### src/include/apm_pkg.sv
/*
 * Package for the audio power-management and codec access decode block: offsets, field
 * positions, reset values, mixer range codes and the packed structs that carry requests.
 * Assumes one clock domain; the resume-well reset is a separate input of the top module.
 */
// Behaviour
// - Set the power-event status flag whenever a power event would be signalled, enable or not.
// - Writing one to the status flag clears it; writing zero leaves it unchanged.
// - The status flag lives on the resume reset, not the core reset.
// - Enable and status both set raise the audio wake flag.
// - Two-bit power state field reads back; 00 is fully on, 11 is D3hot.
// - In D3hot, configuration still answers; I/O and memory do not; interrupt blocked. The code still raises mixReady for them, with no codec access.
// - Writes of 10b or 01b to power state complete but change nothing.
// - Codec ID sent with each mixer access comes from the offset range hit.
// - Offsets 00h, 80h, 100h map to primary, secondary, tertiary ranges.
// - Every mixer access becomes one 16-bit codec register access.
// - The lowest active byte enable picks the codec word accessed.
// - No byte enables active: access first word of the containing eight-byte block.
// - Tertiary range served only through the memory window, not the I/O window.
// - Secondary ID from config bits 1:0, tertiary from 3:2; primary ID fixed.
package apm_pkg;

    // ****************************************
    // configuration registers
    // ****************************************
    localparam logic [7:0] PM_CTRL_OFFSET = 8'h54;
    localparam logic [7:0] CODEC_ID_OFFSET = 8'h40;
    localparam logic [15:0] PM_CTRL_RESET = 16'h0000;
    localparam logic [7:0] CODEC_ID_RESET = 8'h09;
    localparam int PME_STATUS_BIT = 15;
    localparam int PME_ENABLE_BIT = 8;
    localparam int PSTATE_LSB = 0;
    localparam logic [1:0] PSTATE_D0 = 2'h0;
    localparam logic [1:0] PSTATE_D3HOT = 2'h3;
    localparam int SEC_ID_LSB = 0;
    localparam int TER_ID_LSB = 2;

    // ****************************************
    // mixer window
    // ****************************************
    localparam int MIX_ADDR_W = 9;
    localparam logic [1:0] PRIMARY_CODEC_ID = 2'h0;
    localparam logic [1:0] RANGE_PRIMARY = 2'h0;
    localparam logic [1:0] RANGE_SECONDARY = 2'h1;
    localparam logic [1:0] RANGE_TERTIARY = 2'h2;
    localparam int RANGE_LSB = 7;

    typedef struct packed {
        logic [MIX_ADDR_W-1:0] addr;
        logic [3:0] byteEn;
        logic write;
        logic memSpace;
        logic [31:0] wdata;
    } apm_mix_req_t;

    typedef struct packed {
        logic [1:0] codecId;
        logic [6:0] regIndex;
        logic write;
        logic [15:0] wdata;
    } apm_codec_req_t;

endpackage : apm_pkg

### src/apm_codec_bridge.sv
/*
 * Power-management register and mixer-window to codec register access bridge.
 * Assumes a single ref_clk at 200 MHz, core reset rstn and resume-well reset resumeRstn,
 * and a frame serializer outside that answers each codec request with codecDone.
 */
`timescale 1ns/1ps
module apm_codec_bridge
    import apm_pkg::*;
(
    input wire logic refClk,
    input wire logic rstn,
    input wire logic resumeRstn,
    // configuration space access
    input wire logic cfgValid,
    input wire logic cfgWrite,
    input wire logic [7:0] cfgAddr,
    input wire logic [3:0] cfgByteEn,
    input wire logic [31:0] cfgWdata,
    output logic cfgReady,
    output logic [31:0] cfgRdata,
    // power event source and outputs
    input wire logic pmeEvent,
    output logic power_event_out_n,
    output logic audio_wake_flag,
    input wire logic intIn,
    output logic intOut,
    // mixer window access
    input wire logic mixValid,
    input wire apm_mix_req_t mixReq,
    output logic mixReady,
    output logic [31:0] mixRdata,
    // codec side
    output logic codecValid,
    output apm_codec_req_t codecReq,
    input wire logic codecDone,
    input wire logic [15:0] codecRdata
);

    // ****************************************
    // state
    // ****************************************
    typedef enum logic [1:0] {IDLE, ISSUE, WAIT, ANSWER} apm_state_e_t;

    typedef struct packed {
        apm_state_e_t state;
        logic [1:0] pstate;
        logic pmeEnable;
        logic [7:0] codecIdCfg;
        logic [31:0] mixRdata;
        logic wordHigh;
        apm_codec_req_t codecReq;
    } apm_core_t;

    apm_core_t cur;
    apm_core_t next_cur;
    logic pmeStatus;
    logic next_pmeStatus;

    function automatic logic [1:0] first_word(input logic [3:0] be);
        if (be[0] || be[1]) begin
            return 2'h0;
        end else if (be[2] || be[3]) begin
            return 2'h1;
        end
        return 2'h0;
    endfunction : first_word

    logic cfgHitPm;
    logic cfgHitId;
    logic inD3;
    logic [1:0] range;
    logic mixAccept;
    logic [1:0] wordSel;
    logic [15:0] wHalf;

    assign cfgHitPm = cfgAddr[7:2] == PM_CTRL_OFFSET[7:2];
    assign cfgHitId = cfgAddr[7:2] == CODEC_ID_OFFSET[7:2];
    assign inD3 = cur.pstate == PSTATE_D3HOT;
    assign range = mixReq.addr[RANGE_LSB +: 2];
    // ****************************************
    // mixer decode
    // ****************************************
    assign mixAccept = mixValid && !inD3 && range != 2'h3
        && (range != RANGE_TERTIARY || mixReq.memSpace);
    assign wordSel = first_word(mixReq.byteEn);
    assign wHalf = wordSel[0] ? mixReq.wdata[31:16] : mixReq.wdata[15:0];

    assign cfgReady = cfgValid;
    assign intOut = intIn && !inD3;
    assign power_event_out_n = !(pmeStatus && cur.pmeEnable);
    assign audio_wake_flag = pmeStatus && cur.pmeEnable;
    assign codecValid = cur.state == WAIT;
    assign codecReq = cur.codecReq;
    assign mixReady = cur.state == ANSWER || (mixValid && !mixAccept && cur.state == IDLE);
    assign mixRdata = cur.mixRdata;

    always_comb begin
        cfgRdata = 32'h0;
        if (cfgHitPm) begin
            cfgRdata[31:16] = {pmeStatus, 6'h0, cur.pmeEnable, 6'h0, cur.pstate};
        end else if (cfgHitId) begin
            cfgRdata[7:0] = cur.codecIdCfg;
        end
    end

    // ****************************************
    // next state
    // ****************************************
    always_comb begin
        next_cur = cur;
        next_pmeStatus = pmeStatus;
        if (cfgValid && cfgWrite && cfgHitPm && cfgByteEn[3] && cfgWdata[31]) begin
            next_pmeStatus = 1'b0;
        end
        if (pmeEvent) begin
            next_pmeStatus = 1'b1;
        end
        if (cfgValid && cfgWrite && cfgHitPm) begin
            if (cfgByteEn[3]) begin
                next_cur.pmeEnable = cfgWdata[16 + PME_ENABLE_BIT];
            end
            if (cfgByteEn[2] && (cfgWdata[17:16] == PSTATE_D0
                || cfgWdata[17:16] == PSTATE_D3HOT)) begin
                next_cur.pstate = cfgWdata[17:16];
            end
        end
        if (cfgValid && cfgWrite && cfgHitId && cfgByteEn[0]) begin
            next_cur.codecIdCfg = {4'h0, cfgWdata[3:0]};
        end
        case (cur.state)
            IDLE: begin
                if (mixAccept) begin
                    next_cur.codecReq.codecId = range == RANGE_PRIMARY ? PRIMARY_CODEC_ID
                        : range == RANGE_SECONDARY ? cur.codecIdCfg[SEC_ID_LSB +: 2]
                        : cur.codecIdCfg[TER_ID_LSB +: 2];
                    // no byte enables: first word of the eight-byte block
                    next_cur.codecReq.regIndex = {1'h0, mixReq.addr[6:3],
                        mixReq.addr[2] && mixReq.byteEn != 4'h0,
                        wordSel[0]};
                    next_cur.codecReq.write = mixReq.write;
                    next_cur.codecReq.wdata = wHalf;
                    next_cur.wordHigh = wordSel[0];
                    next_cur.state = WAIT;
                end
            end
            WAIT: begin
                if (codecDone) begin
                    next_cur.mixRdata = next_cur.wordHigh ? {codecRdata, 16'h0}
                        : {16'h0, codecRdata};
                    next_cur.state = ANSWER;
                end
            end
            ANSWER: begin
                next_cur.state = IDLE;
            end
            default: begin
                next_cur.state = IDLE;
            end
        endcase
    end

    always_ff @(posedge refClk or negedge rstn) begin
        if (!rstn) begin
            cur <= '{state: IDLE, pstate: PM_CTRL_RESET[1:0], pmeEnable: 1'b0,
                codecIdCfg: CODEC_ID_RESET, mixRdata: 32'h0, wordHigh: 1'b0,
                codecReq: '0};
        end else begin
            cur <= next_cur;
        end
    end

    always_ff @(posedge refClk or negedge resumeRstn) begin
        if (!resumeRstn) begin
            pmeStatus <= 1'b0;
        end else begin
            pmeStatus <= next_pmeStatus;
        end
    end

    // ****************************************
    // checks
    // ****************************************
    property p_pme_set;
        @(posedge refClk) disable iff (!resumeRstn) pmeEvent |=> pmeStatus;
    endproperty
    a_pme_set: assert property (p_pme_set) else $error("status not set");

    property p_pme_clr;
        @(posedge refClk) disable iff (!resumeRstn || !rstn)
        (cfgValid && cfgWrite && cfgHitPm && cfgByteEn[3] && cfgWdata[31] && !pmeEvent)
            |=> !pmeStatus;
    endproperty
    a_pme_clr: assert property (p_pme_clr) else $error("status not cleared");

    property p_wake;
        @(posedge refClk) disable iff (!rstn) audio_wake_flag == (pmeStatus && cur.pmeEnable);
    endproperty
    a_wake: assert property (p_wake) else $error("wake flag wrong");

    property p_pstate_legal;
        @(posedge refClk) disable iff (!rstn)
        cur.pstate == PSTATE_D0 || cur.pstate == PSTATE_D3HOT;
    endproperty
    a_pstate_legal: assert property (p_pstate_legal) else $error("bad power state");

    property p_d3_block;
        @(posedge refClk) disable iff (!rstn) inD3 |-> !intOut && !mixAccept;
    endproperty
    a_d3_block: assert property (p_d3_block) else $error("access in D3hot");

    property p_ter_io;
        @(posedge refClk) disable iff (!rstn)
        (mixValid && range == RANGE_TERTIARY && !mixReq.memSpace) |-> !mixAccept;
    endproperty
    a_ter_io: assert property (p_ter_io) else $error("tertiary via I/O");

    property p_sec_id;
        @(posedge refClk) disable iff (!rstn)
        (cur.state == IDLE && mixAccept && range == RANGE_SECONDARY)
            |=> codecReq.codecId == $past(cur.codecIdCfg[1:0]);
    endproperty
    a_sec_id: assert property (p_sec_id) else $error("bad codec id");

    property p_hold;
        @(posedge refClk) disable iff (!rstn)
        (cur.state == WAIT && !codecDone) |=> !mixReady || cur.state == IDLE;
    endproperty
    a_hold: assert property (p_hold) else $error("answered early");

    // ****************************************
    // further checks
    // ****************************************
    property p_pme_keep;
        @(posedge refClk) disable iff (!resumeRstn || !rstn)
        (!pmeEvent && !(cfgValid && cfgWrite && cfgHitPm && cfgByteEn[3] && cfgWdata[31]))
            |=> pmeStatus == $past(pmeStatus);
    endproperty
    a_pme_keep: assert property (p_pme_keep) else $error("status changed");

    property p_pme_out;
        @(posedge refClk) disable iff (!resumeRstn || !rstn) !power_event_out_n |-> pmeStatus;
    endproperty
    a_pme_out: assert property (p_pme_out) else $error("event without status");

    property p_pstate_drop;
        @(posedge refClk) disable iff (!rstn)
        (cfgValid && cfgWrite && cfgHitPm && cfgByteEn[2]
            && (cfgWdata[17:16] == 2'h1 || cfgWdata[17:16] == 2'h2))
            |=> cur.pstate == $past(cur.pstate);
    endproperty
    a_pstate_drop: assert property (p_pstate_drop) else $error("state taken");

    property p_pstate_take;
        @(posedge refClk) disable iff (!rstn)
        (cfgValid && cfgWrite && cfgHitPm && cfgByteEn[2]
            && (cfgWdata[17:16] == PSTATE_D0 || cfgWdata[17:16] == PSTATE_D3HOT))
            |=> cur.pstate == $past(cfgWdata[17:16]);
    endproperty
    a_pstate_take: assert property (p_pstate_take) else $error("state not taken");

    property p_cfg_ready;
        @(posedge refClk) disable iff (!rstn) cfgValid |-> cfgReady;
    endproperty
    a_cfg_ready: assert property (p_cfg_ready) else $error("config not answered");

    property p_range3;
        @(posedge refClk) disable iff (!rstn) (mixValid && range == 2'h3) |-> !mixAccept;
    endproperty
    a_range3: assert property (p_range3) else $error("range above window");

    property p_pri_id;
        @(posedge refClk) disable iff (!rstn)
        (cur.state == IDLE && mixAccept && range == RANGE_PRIMARY)
            |=> codecReq.codecId == PRIMARY_CODEC_ID;
    endproperty
    a_pri_id: assert property (p_pri_id) else $error("bad primary id");

    property p_ter_id;
        @(posedge refClk) disable iff (!rstn)
        (cur.state == IDLE && mixAccept && range == RANGE_TERTIARY)
            |=> codecReq.codecId == $past(cur.codecIdCfg[3:2]);
    endproperty
    a_ter_id: assert property (p_ter_id) else $error("bad tertiary id");

    property p_no_be;
        @(posedge refClk) disable iff (!rstn)
        (cur.state == IDLE && mixAccept && mixReq.byteEn == 4'h0)
            |=> codecReq.regIndex[1:0] == 2'h0;
    endproperty
    a_no_be: assert property (p_no_be) else $error("bad word for no enables");

    property p_low_be;
        @(posedge refClk) disable iff (!rstn)
        (cur.state == IDLE && mixAccept && mixReq.byteEn[1:0] == 2'h0
            && mixReq.byteEn[3:2] != 2'h0) |=> codecReq.regIndex[0];
    endproperty
    a_low_be: assert property (p_low_be) else $error("bad word select");

    property p_wdata_half;
        @(posedge refClk) disable iff (!rstn)
        (cur.state == IDLE && mixAccept && mixReq.write && mixReq.byteEn[1:0] == 2'h0
            && mixReq.byteEn[3:2] != 2'h0) |=> codecReq.wdata == $past(mixReq.wdata[31:16]);
    endproperty
    a_wdata_half: assert property (p_wdata_half) else $error("bad write word");

    property p_one_answer;
        @(posedge refClk) disable iff (!rstn)
        (mixReady && cur.state == ANSWER) |=> !codecValid;
    endproperty
    a_one_answer: assert property (p_one_answer) else $error("codec held after answer");

endmodule : apm_codec_bridge

### config.mk
export PLATFORM = sky130hd
export DESIGN_NAME = apm_codec_bridge
export DESIGN_NICKNAME = d
export VERILOG_FILES = /design/src/include/apm_pkg.sv /design/src/apm_codec_bridge.sv
export SDC_FILE = /design/constraint.sdc
export NUM_CORES = 1
export LEC_CHECK = 0
export ABC_AREA = 1
export BUFFER_PORTS_ARGS = -buffer_cell sky130_fd_sc_hd__buf_2
export CORE_ASPECT_RATIO = 0.75
export CORE_MARGIN = 1.5
export CORE_UTILIZATION = 30
export DETAILED_ROUTE_END_ITERATION = 8
export PLACE_DENSITY = 0.62
export SLEW_MARGIN = 40
export SYNTH_ARGS = -nofsm -noshare
export SYNTH_HDL_FRONTEND = slang
export SYNTH_SLANG_ARGS = --single-unit
### constraint.sdc
create_clock -name refClk -period 2.3 [get_ports refClk]
set_input_delay 0.46 -clock refClk [delete_from_list [all_inputs] [get_ports refClk]]
set_output_delay 0.46 -clock refClk [all_outputs]
set_load 0.1 [all_outputs]
-- Word level (Yosys, flattened, before mapping)
Cells that the tools add are included.
- register bits after elaboration: 68
- latch bits: 0
- memory bits (writable): 0
- memory bits (read-only): 0
- input bits: 116
- output and inout bits: 96
- logic and storage cells: 72
- memories: 0
- add/subtract/negate cells: 0
- multipliers: 0
- div/mod/pow operators: 0
- $lt $le $gt $ge: 0
- equality and inequality tests: 11
- shifts and indexed selects: 0
- muxes and demuxes: 17
- bitwise operators: 0
- reduce and logical (&&, ||, !) cells: 33
- operators with widths (cell ; number):
    $mux W16 ; 2
    $mux W32 ; 1
    $logic_and A1 B1 Y1 ; 15
    $eq A6 B5 Y1 const B ; 2
    $reduce_and A2 Y1 ; 5
    $eq A2 B2 Y1 const B ; 4
    $mux W2 ; 4
    $mux W4 ; 2
    $mux W1 ; 7
    $logic_not A2 Y1 ; 3
    $ne A2 B2 Y1 const B ; 3
    $logic_or A1 B1 Y1 ; 5
    $pmux W2 S2 ; 1
    $reduce_bool A4 Y1 ; 1
    $logic_not A1 Y1 ; 3
    $eq A2 B1 Y1 const B ; 1
    $ne A2 B1 Y1 const B ; 1
    $reduce_bool A2 Y1 ; 1

-- Longest topological paths before layout
Gate-level depths: netlist of run 1.
- depth after elaboration: 9
- mapped depth: 7
- gate-level depth less buffers: 7

-- Least setup slack after synthesis of run 1
No wires, ideal clock.
- path type: input to output
- start point: input cfgAddr[3]
- end point: output cfgRdata[3]
- arrival time: 3594 ps
- data required time: 1840 ps
- slack: -1754 ps
- stages: 3
- buffers on the path: 0
- cells stage by stage: nor2_1 > nand3_1 > nor4_1
- word-level cells in the longest chain between the ends: 3
- elaborated cells on any way between the ends: 4
- those cells by class: 2 x eq/ne; 2 x mux
- ends and longest elaborated chain (what ; line ; text):
    start, declared ; apm_codec_bridge.sv:16 ; input wire logic [7:0] cfgAddr,
    $eq A6 B5 Y1 ; apm_codec_bridge.sv:77 ; assign cfgHitId = cfgAddr[7:2] == CODEC_ID_OFFSET[7:2];
    $mux W4 ; apm_codec_bridge.sv:101 ; end else if (cfgHitId) begin
    $mux W4 (*) ; apm_codec_bridge.sv:99 ; if (cfgHitPm) begin
    end, declared ; apm_codec_bridge.sv:20 ; output logic [31:0] cfgRdata,
Mark *: on every way between the ends. The rest lies on a longest branch, timed or not.

-- Worst setup path after layout of run 1
- start point: input cfgAddr[3]
- end point: output cfgRdata[0]
Same word-level chain as after synthesis.

==> results_dict.tcl, run 1 <==
set metrics [dict create \
    status "finished clean" \
    synth_top_cell_by_area "dfrtp_1" \
    finalCritPeriodShare_pct 89.5 \
    layout_min_cycle_time_ns 2.06 \
    yosys_warnings 0 \
    max_freq_ghz 0.486 \
    slew_violations 0 \
    n_antenna_cell 0 \
    htree_levels 3 \
    critPathLaunch "cfgAddr[3]" \
    grt.met3_usage_pct 4.29 \
    fp.dieArea_mm2 0.0133 \
    vias 3215 \
    synthArstFlopShare_pct 100 \
    met2_usage_pct 23.0 \
    critPathSlowestCell "buf_12" \
    drt_wl_total_um 8760 \
    met1_usage_pct 17.3 \
    grt_pass1_vias 3082 \
    fin_tns_setup_ns 0 \
    antenna_found_initial 0 \
    yosysMostFrequentCell "nand2_1" \
    fp.dieH_um 100 \
    ys_seq_elements 67 \
    hp-class "input pin to asynchronous set/reset pin" \
    fin_area_mm2 0.00455 \
    dp_hpwl_um 6470 \
    initial_core_util_pct 30.8 \
    grt_max_degree 40 \
    synthesis.area_mm2 0.00378 \
    yosys-top-cells-count "nand2_1 (141), buf_4 (86), dfrtp_1 (65)" \
    slowest_delay_ns 0.21 \
    grt_overflow 0 \
    finClkSkew_ns 0.00913 \
    wl_per_cell_um 11.8 \
    cp_cell_sequence "buf_2, nor2_1, nand3_1, nor2_4, inv_1, nor2_1, buf_12" \
    synth.top_cells.by_area "dfrtp_1 (43%), buf_4 (17%), nand2_1 (14%), o21ai_0 (6.6%), nand3_1 (4.9%)" \
    nets 689 \
    cp.arrival_ns 1.60 \
    ios 212 \
    drt_iter0_markers 109 \
    clk_latency_ns 0.33 \
    r2r-start "cur[70]" \
    endpoint_kind "output pin" \
    core_area_mm2 0.0123 \
    yosysSeqAreaShare_pct 44.5 \
    place_congestion 0.839 \
    cts.reportedPaths.clkPinSlew_ns 0.05 \
    cpMostUsedCell "nor2_1" \
    dpl_cell_area_mm2 0.00427 \
    numPlacedInstances 727 \
    setup.worst_path.class "input pin to output pin" \
    grt_busiest_layer "met2" \
    clockRootBuffer "clkbuf_16" \
    dieWidth_um 133 \
    synth-edff-count 0 \
    cts_tree "yes" \
    final_cell_count_no_fill 744 \
    drc 0 \
    maxCapViolCount 0 \
    required_ns 1.84 \
    ant_nets 0 \
    rows 35 \
    io_buffers 157 \
    avgSynthCellArea_um2 7.94 \
    post-cts-setup-buffers 0 \
    dr.pass1.iters 4 \
    synthFlopType "dfrtp_1" \
    yosysUniqueCellTypes 24 \
    drive_above_1_share_pct 35.5 \
    crit_buf_inv 3 \
    slew_headroom_pct 55.8 \
    cp_max_fo 6 \
    syn_inst 476 \
    synthToLayoutAreaGrowth_pct 20.6 \
    clock_sinks 67 \
    grt_usage_pct 13.8 \
    synth.top_cell.area_share_pct 43.1 \
    cts_buffers 9 \
    rsz0062_at_grt "no" \
    finalSetupViolCount 0 \
    cp-start-kind "input pin" \
    viasPerCell 4.32 \
    clk_path_buf_depth 2 \
    hold_viol_final 0 \
    cp_top_family "simple AND/OR/NAND/NOR gates" \
    grt_pass1_wl_um 14600 \
    worst_pin_slew_ns 0.663 \
]
layout by cell type, fill, tap and decap left out, types with 7 or more instances in the layout:
| cell type | count |
|---|---|
| dfrtp_1 | 65 |
| clkbuf_16 | 9 |
| nand3_1 | 37 |
| nor2_1 | 7 |
| nand2_1 | 141 |
| inv_1 | 39 |
| conb_1 | 25 |
| o21ai_0 | 50 |
| buf_2 | 153 |
worst register-to-register path, delay by kind of cell, from the launching register on:
kind | cells | cell delay (ns)
buffers and inverters | 3 | 0.64
and+or+nand+nor | 4 | 0.42
DFF | 1 | 0.38
metrics by stage:
step	setup slack [ns]	utilization (%)	hold WS (ns)
finish	0.242	37.1	0.159
floorplan	-0.452	-	0.164
global route	0.112	37.1	0.225
CTS	0.243	37.1	0.182
global placement	0.285	34.9	0.236
detailed placement	0.241	34.9	0.238
sequential cells by signal, indices dropped and copies added (netlist names):
register,flops
codecReq,25
cur,9
mixRdata,32
pmeStatus,1
area by class of cell:
class | count | area [µm²]
clock buffers | 9 | 225
clock inverters | 7 | 45.0
fillers | 1302 | 7710
inverters | 40 | 150
multi-input cells | 290 | 1330
flip-flops and latches | 67 | 1680
well taps | 166 | 208
repair buffers | 165 | 921
worst paths after layout:
kind                                end  slack, ns  cells past startpoint
max                         cfgRdata[0]       0.24                      7
min                        mixRdata[17]       0.16                      1
max reg2reg                 mixRdata[8]       0.80                      7
min reg2reg                     cur[59]       0.46                      2
max in group asynchronous       cur[70]       1.47                      2
min in group refClk        codecReq[19]       0.33                      3
repair_timing:
action,in CTS,in global routing
hold endpoints to repair,1,0
gates resized for setup,0,0
hold buffers,1,0
logic make-up after synthesis:
family	synth area share, %
AO/OA/AOI/OAI	7.92
XOR/XNOR	0.232
buffers and inverters	23.6
flip-flops	44.5
other	0.0993
AND/OR/NAND/NOR	23.7
routing by layer:
layer | routed length [µm] | vias to the layer above
met5 | 0 | -
met2 | 4000 | 131
met1 | 4080 | 1505
li1 | - | 1573
met3 | 615 | 6
met4 | 64 | 0
Power of run 1 is not shown: default switching activity piles up to over one toggle a cycle in this logic, so the estimate is an artifact.
==> inputs of run 2 (changes only) <==
==> constraint.sdc (replaced) <==
create_clock -name refClk -period 2.1 [get_ports refClk]
set_input_delay 0.42 -clock refClk [delete_from_list [all_inputs] [get_ports refClk]]
set_output_delay 0.42 -clock refClk [all_outputs]
set_load 0.1 [all_outputs]
==> run 2 against run 1 <==
  * Sequential share of layout area decreased by 1.0 points
  * Hold slack got worse by 0.083 ns
  * Non-clock buffer count did not move
  * Utilization increased by 1.1 points
  * Final cell count stayed put
  * Routed wire length up 1.5%
  * Setup slack lost 0.034 ns
  * Register-to-register slack worse by 0.14 ns
  * Via count shrank 3.1%
==> results_dict.tcl, run 2 (synthesis results as in run 1) <==
set metrics [dict create \
    status "finished clean" \
    cts.reportedPaths.clkPinSlew_ns 0.06 \
    drt_iter0_markers 140 \
    cp_max_fo 3 \
    io_buffers 157 \
    initial_core_util_pct 30.8 \
    slew_violations 0 \
    ant_nets 0 \
    fp.dieH_um 100 \
    final_common_cell "buf_2" \
    wl_per_cell_um 12.0 \
    rsz0062_at_grt "no" \
    dpl_cell_area_mm2 0.00431 \
    htree_levels 3 \
    layout_min_cycle_time_ns 1.89 \
    ff2ff_path_depth 5 \
    final_cell_count_no_fill 744 \
    cp-start-kind "flip-flop" \
    grt_pass1_vias 2955 \
    synthToLayoutAreaGrowth_pct 24.0 \
    finClkSkew_ns 0.00472 \
    drt_wl_total_um 8890 \
    maxCapViolCount 0 \
    cts_resized 0 \
    hold_viol_final 0 \
    clk_path_buf_depth 2 \
    dieWidth_um 133 \
    fp.dieArea_mm2 0.0133 \
    viasPerCell 4.19 \
    cp.arrival_ns 1.47 \
    dp_hpwl_um 6480 \
    vias 3114 \
    clockRootBuffer "clkbuf_16" \
    r2r-start "cur[70]" \
    hp-class "input pin to asynchronous set/reset pin" \
    antenna_found_initial 0 \
    worst_pin_slew_ns 0.672 \
    core_area_mm2 0.0123 \
    cts_tree "yes" \
    largest_register_ffs 32 \
    nets 689 \
    grt_overflow 0 \
    required_ns 1.68 \
    slew_headroom_pct 55.1 \
    final_cell_mix "buf_2 (152), nand2_1 (140), dfrtp_1 (65), o21ai_0 (50), inv_1 (38)" \
    drc 0 \
    grt_usage_pct 13.8 \
    numPlacedInstances 727 \
    clk_latency_ns 0.33 \
    r2r_slack_ns 0.66 \
    fin_ws_ns 0.208 \
    dr.pass1.iters 4 \
    rows 35 \
    fin_area_mm2 0.00468 \
    cts_buffers 9 \
    place_ws_ns 0.218 \
    grt_max_degree 67 \
    finalSetupViolCount 0 \
    worst_r2r_endpoint "mixRdata[25]" \
    n_antenna_cell 0 \
    drive_above_1_share_pct 35.6 \
    max_freq_ghz 0.528 \
    clock_sinks 67 \
    endpoint_kind "output pin" \
    utilization_pct 38.2 \
    place_congestion 0.852 \
    finalCritPeriodShare_pct 90.1 \
    grt_pass1_wl_um 14500 \
    setup.worst_path.class "flip-flop to output pin" \
    ios 212 \
]
[run 2: critical path, cell delays in order, from the launching register on]
cell     delay (ns)
dfrtp_1        0.39
nor2_1         0.17
nand3_1        0.10
nand2_1        0.06
buf_2          0.43
[run 2: what timing repair did]
item	CTS	global route
setup buffers	0	0
endpoints found under the hold margin	1	0
hold buffers	1	0
[run 2: worst max path at each step]
stage               start            to  slack [ns]  depth (start not counted)
2_1_floorplan  cfgAddr[3]  cfgRdata[16]       -0.28                          3
3_3_place_gp   cfgAddr[3]   cfgRdata[2]        0.24                          7
3_5_place_dp   cfgAddr[3]   cfgRdata[1]        0.22                          7
4_1_cts           cur[70]      mixReady        0.18                          4
5_1_grt           cur[69]      mixReady        0.10                          5
6_report          cur[70]      mixReady        0.21                          4
[run 2: final cells by class]
class	count	area, µm²
clock buffer	9	225
clock inverter	7	140
fill	1319	7580
inverter	40	154
multi-input combinational	290	1340
sequential	67	1680
tap	166	208
timing repair buffer	165	936
[run 2: layer usage]
metal	up-vias	global-route usage [%]	wire length, µm
met5	-	0	0
met4	0	3.97	38
li1	1575	-	-
met2	127	22.4	4210
met1	1406	17.4	3960
met3	6	5.10	689
[run 2: through the flow]
stage | hold WS [ns] | setup TNS, ns
6_report | 0.0755 | 0
5_1_grt | 0.134 | 0
4_1_cts | 0.119 | 0
3_5_place_dp | 0.197 | 0
3_3_place_gp | 0.196 | 0
2_1_floorplan | 0.124 | -1.21
Power of run 2 is left out for the same reason.
==> inputs of run 3 (changes only) <==
--- a/config.mk
+++ b/config.mk
@@ -5,13 +5,12 @@
 export SDC_FILE = /design/constraint.sdc
 export NUM_CORES = 1
 export LEC_CHECK = 0
-export ABC_AREA = 1
 export BUFFER_PORTS_ARGS = -buffer_cell sky130_fd_sc_hd__buf_2
 export CORE_ASPECT_RATIO = 0.75
 export CORE_MARGIN = 1.5
 export CORE_UTILIZATION = 30
 export DETAILED_ROUTE_END_ITERATION = 8
-export PLACE_DENSITY = 0.62
+export PLACE_DENSITY = 0.63
 export SLEW_MARGIN = 40
 export SYNTH_ARGS = -nofsm -noshare
 export SYNTH_HDL_FRONTEND = slang
==> run 3 against run 2 <==
  * Synthesized cell count shrank 21%
  * First-iteration DRC count shrank 54%
  * Sequential cell count is the same
  * Die area shrank 4.6%
  * Setup slack lost 0.12 ns
  * Via count shrank 16%
  * Critical path depth grew 1
  * Sequential share of layout area grew 1.3 points
==> results_dict.tcl, run 3 <==
set metrics [dict create \
    initial_core_util_pct 30.9 \
    slew_headroom_pct 58.1 \
    viasPerCell 4.11 \
    avgSynthCellArea_um2 9.62 \
    wl_per_cell_um 12.1 \
    yosysMostFrequentCell "buf_4" \
    clockRootBuffer "clkbuf_16" \
    synthesis.area_mm2 0.00360 \
    hold_slack_ns 0.109 \
    cts_tree "yes" \
    synth_top_cell_by_area "dfrtp_1" \
    r2r_slack_ns 0.45 \
    io_buffers 157 \
    syn_inst 374 \
    antenna_found_initial 0 \
    required_ns 1.68 \
    yosys_warnings 0 \
    finClkSkew_ns 0.00601 \
    setup.worst_path.class "input pin to output pin" \
    fp.dieArea_mm2 0.0127 \
    yosys-top-cells-count "buf_4 (84), nand2_1 (71), dfrtp_1 (65)" \
    core_area_mm2 0.0117 \
    max_freq_ghz 0.497 \
    r2r-start "cur[70]" \
    cp_max_fo 9 \
    grt_overflow 0 \
    clk_path_buf_depth 2 \
    fin_tns_setup_ns 0 \
    rows 34 \
    cp-start-kind "input pin" \
    grt_pass1_wl_um 12400 \
    cts_resized 0 \
    synthToLayoutAreaGrowth_pct 25.5 \
    place_congestion 0.739 \
    yosysSeqAreaShare_pct 46.6 \
    endpoint_kind "output pin" \
    cp_cell_sequence "buf_2, nor4b_2, and3_1, and2_2, buf_12" \
    cts.reportedPaths.clkPinSlew_ns 0.05 \
    vias 2627 \
    layout_min_cycle_time_ns 2.01 \
    synth.top_cells.by_area "dfrtp_1 (45%), buf_4 (18%), nand2_1 (7.4%), o21ai_0 (7.4%), mux2i_1 (4.4%)" \
    dr.pass1.iters 4 \
    finalSetupViolCount 0 \
    drc 0 \
    drt_wl_total_um 7700 \
    rsz0062_at_grt "no" \
    synth.top_cell.area_share_pct 45.2 \
    dp_hpwl_um 5710 \
    cp_top_family "simple AND/OR/NAND/NOR gates" \
    nets 588 \
    finalCritPeriodShare_pct 95.8 \
    critPathLaunch "cfgAddr[3]" \
    ys_seq_elements 67 \
    status "finished clean" \
    clock_sinks 67 \
    final_common_cell "buf_2" \
    yosysUniqueCellTypes 33 \
    ff2ff_path_depth 5 \
    hold_viol_final 0 \
    fp.dieH_um 97.9 \
    hp-class "input pin to asynchronous set/reset pin" \
    grt_max_degree 67 \
    grt_pass1_vias 2546 \
    post-cts-setup-buffers 0 \
    ios 212 \
    synth-edff-count 0 \
    worst_r2r_endpoint "codecReq[9]" \
    slowest_delay_ns 0.36 \
    maxCapViolCount 0 \
    htree_levels 3 \
    ant_nets 0 \
    synthFlopType "dfrtp_1" \
    dieWidth_um 129 \
    drive_above_1_share_pct 43.2 \
    slew_violations 0 \
    critPathSlowestCell "and3_1" \
    cp.arrival_ns 1.59 \
    final_cell_mix "buf_2 (147), nand2_1 (69), dfrtp_1 (65), o21ai_0 (52), conb_1 (25)" \
    worst_pin_slew_ns 0.628 \
    utilization_pct 38.8 \
    largest_register_ffs 32 \
    n_antenna_cell 0 \
    drt_iter0_markers 64 \
    clk_latency_ns 0.33 \
    cts_buffers 9 \
    crit_buf_inv 2 \
    grt_usage_pct 12.5 \
    synthArstFlopShare_pct 100 \
]
-- run 3: cell count changes after synthesis, sizes merged, moves of 7 or more --
cell and delta:
and2 +10, inv -37, nand3 -38, mux2i +16, buf -7, nor2 -12, nand2 -76, nand2b +17
mux2 +10
-- run 3: cell families after synthesis --
logic type	count (synthesis)	synth area share, %
AOI/OAI and AO/OA	64	9.98
muxes	26	7.99
other	1	0.104
buffers and inverters	103	19.8
DFF	67	46.6
and+or+nand+nor	113	15.5
-- run 3: metrics by stage --
| stage | setup slack [ns] | area, µm² | instances |
|---|---|---|---|
| after detailed placement | 0.0860 | 4210 | 622 |
| after floorplan | 0.0340 | 3710 | 398 |
| after global routing | 0.00194 | 4520 | 639 |
| after global placement | 0.144 | 4210 | 622 |
| after CTS | 0.0854 | 4520 | 639 |
| final | 0.0888 | 4520 | 639 |
-- run 3: cell type report --
class / instances / area, µm²
inverter: 3 / 15.0
clock inverter: 5 / 52.6
sequential: 67 / 1680
fill: 1210 / 7140
tap: 162 / 203
clock buffer: 11 / 243
timing repair buffer: 163 / 996
multi-input combinational: 228 / 1330
-- run 3: what timing repair did --
item	4_1_cts	5_1_grt
hold endpoints to repair	1	0
hold buffers	1	0
endpoints found under the setup margin	0	0
-- run 3: worst max path at each step --
stage | end | slack (ns) | cells after the start
after floorplan | mixReady | 0.03 | 4
after global placement | cfgRdata[24] | 0.14 | 5
after detailed placement | cfgRdata[24] | 0.09 | 5
after CTS | cfgRdata[17] | 0.09 | 5
after global routing | cfgRdata[31] | 0.002 | 5
final | cfgRdata[17] | 0.09 | 5
-- run 3: routing by layer --
layer / GRT usage [%] / routed length, µm
met1: 15.6 / 3460
met3: 4.38 / 536
met4: 4.02 / 96
met5: 0 / 0
met2: 20.1 / 3610
Power of run 3 is left out for the same reason.
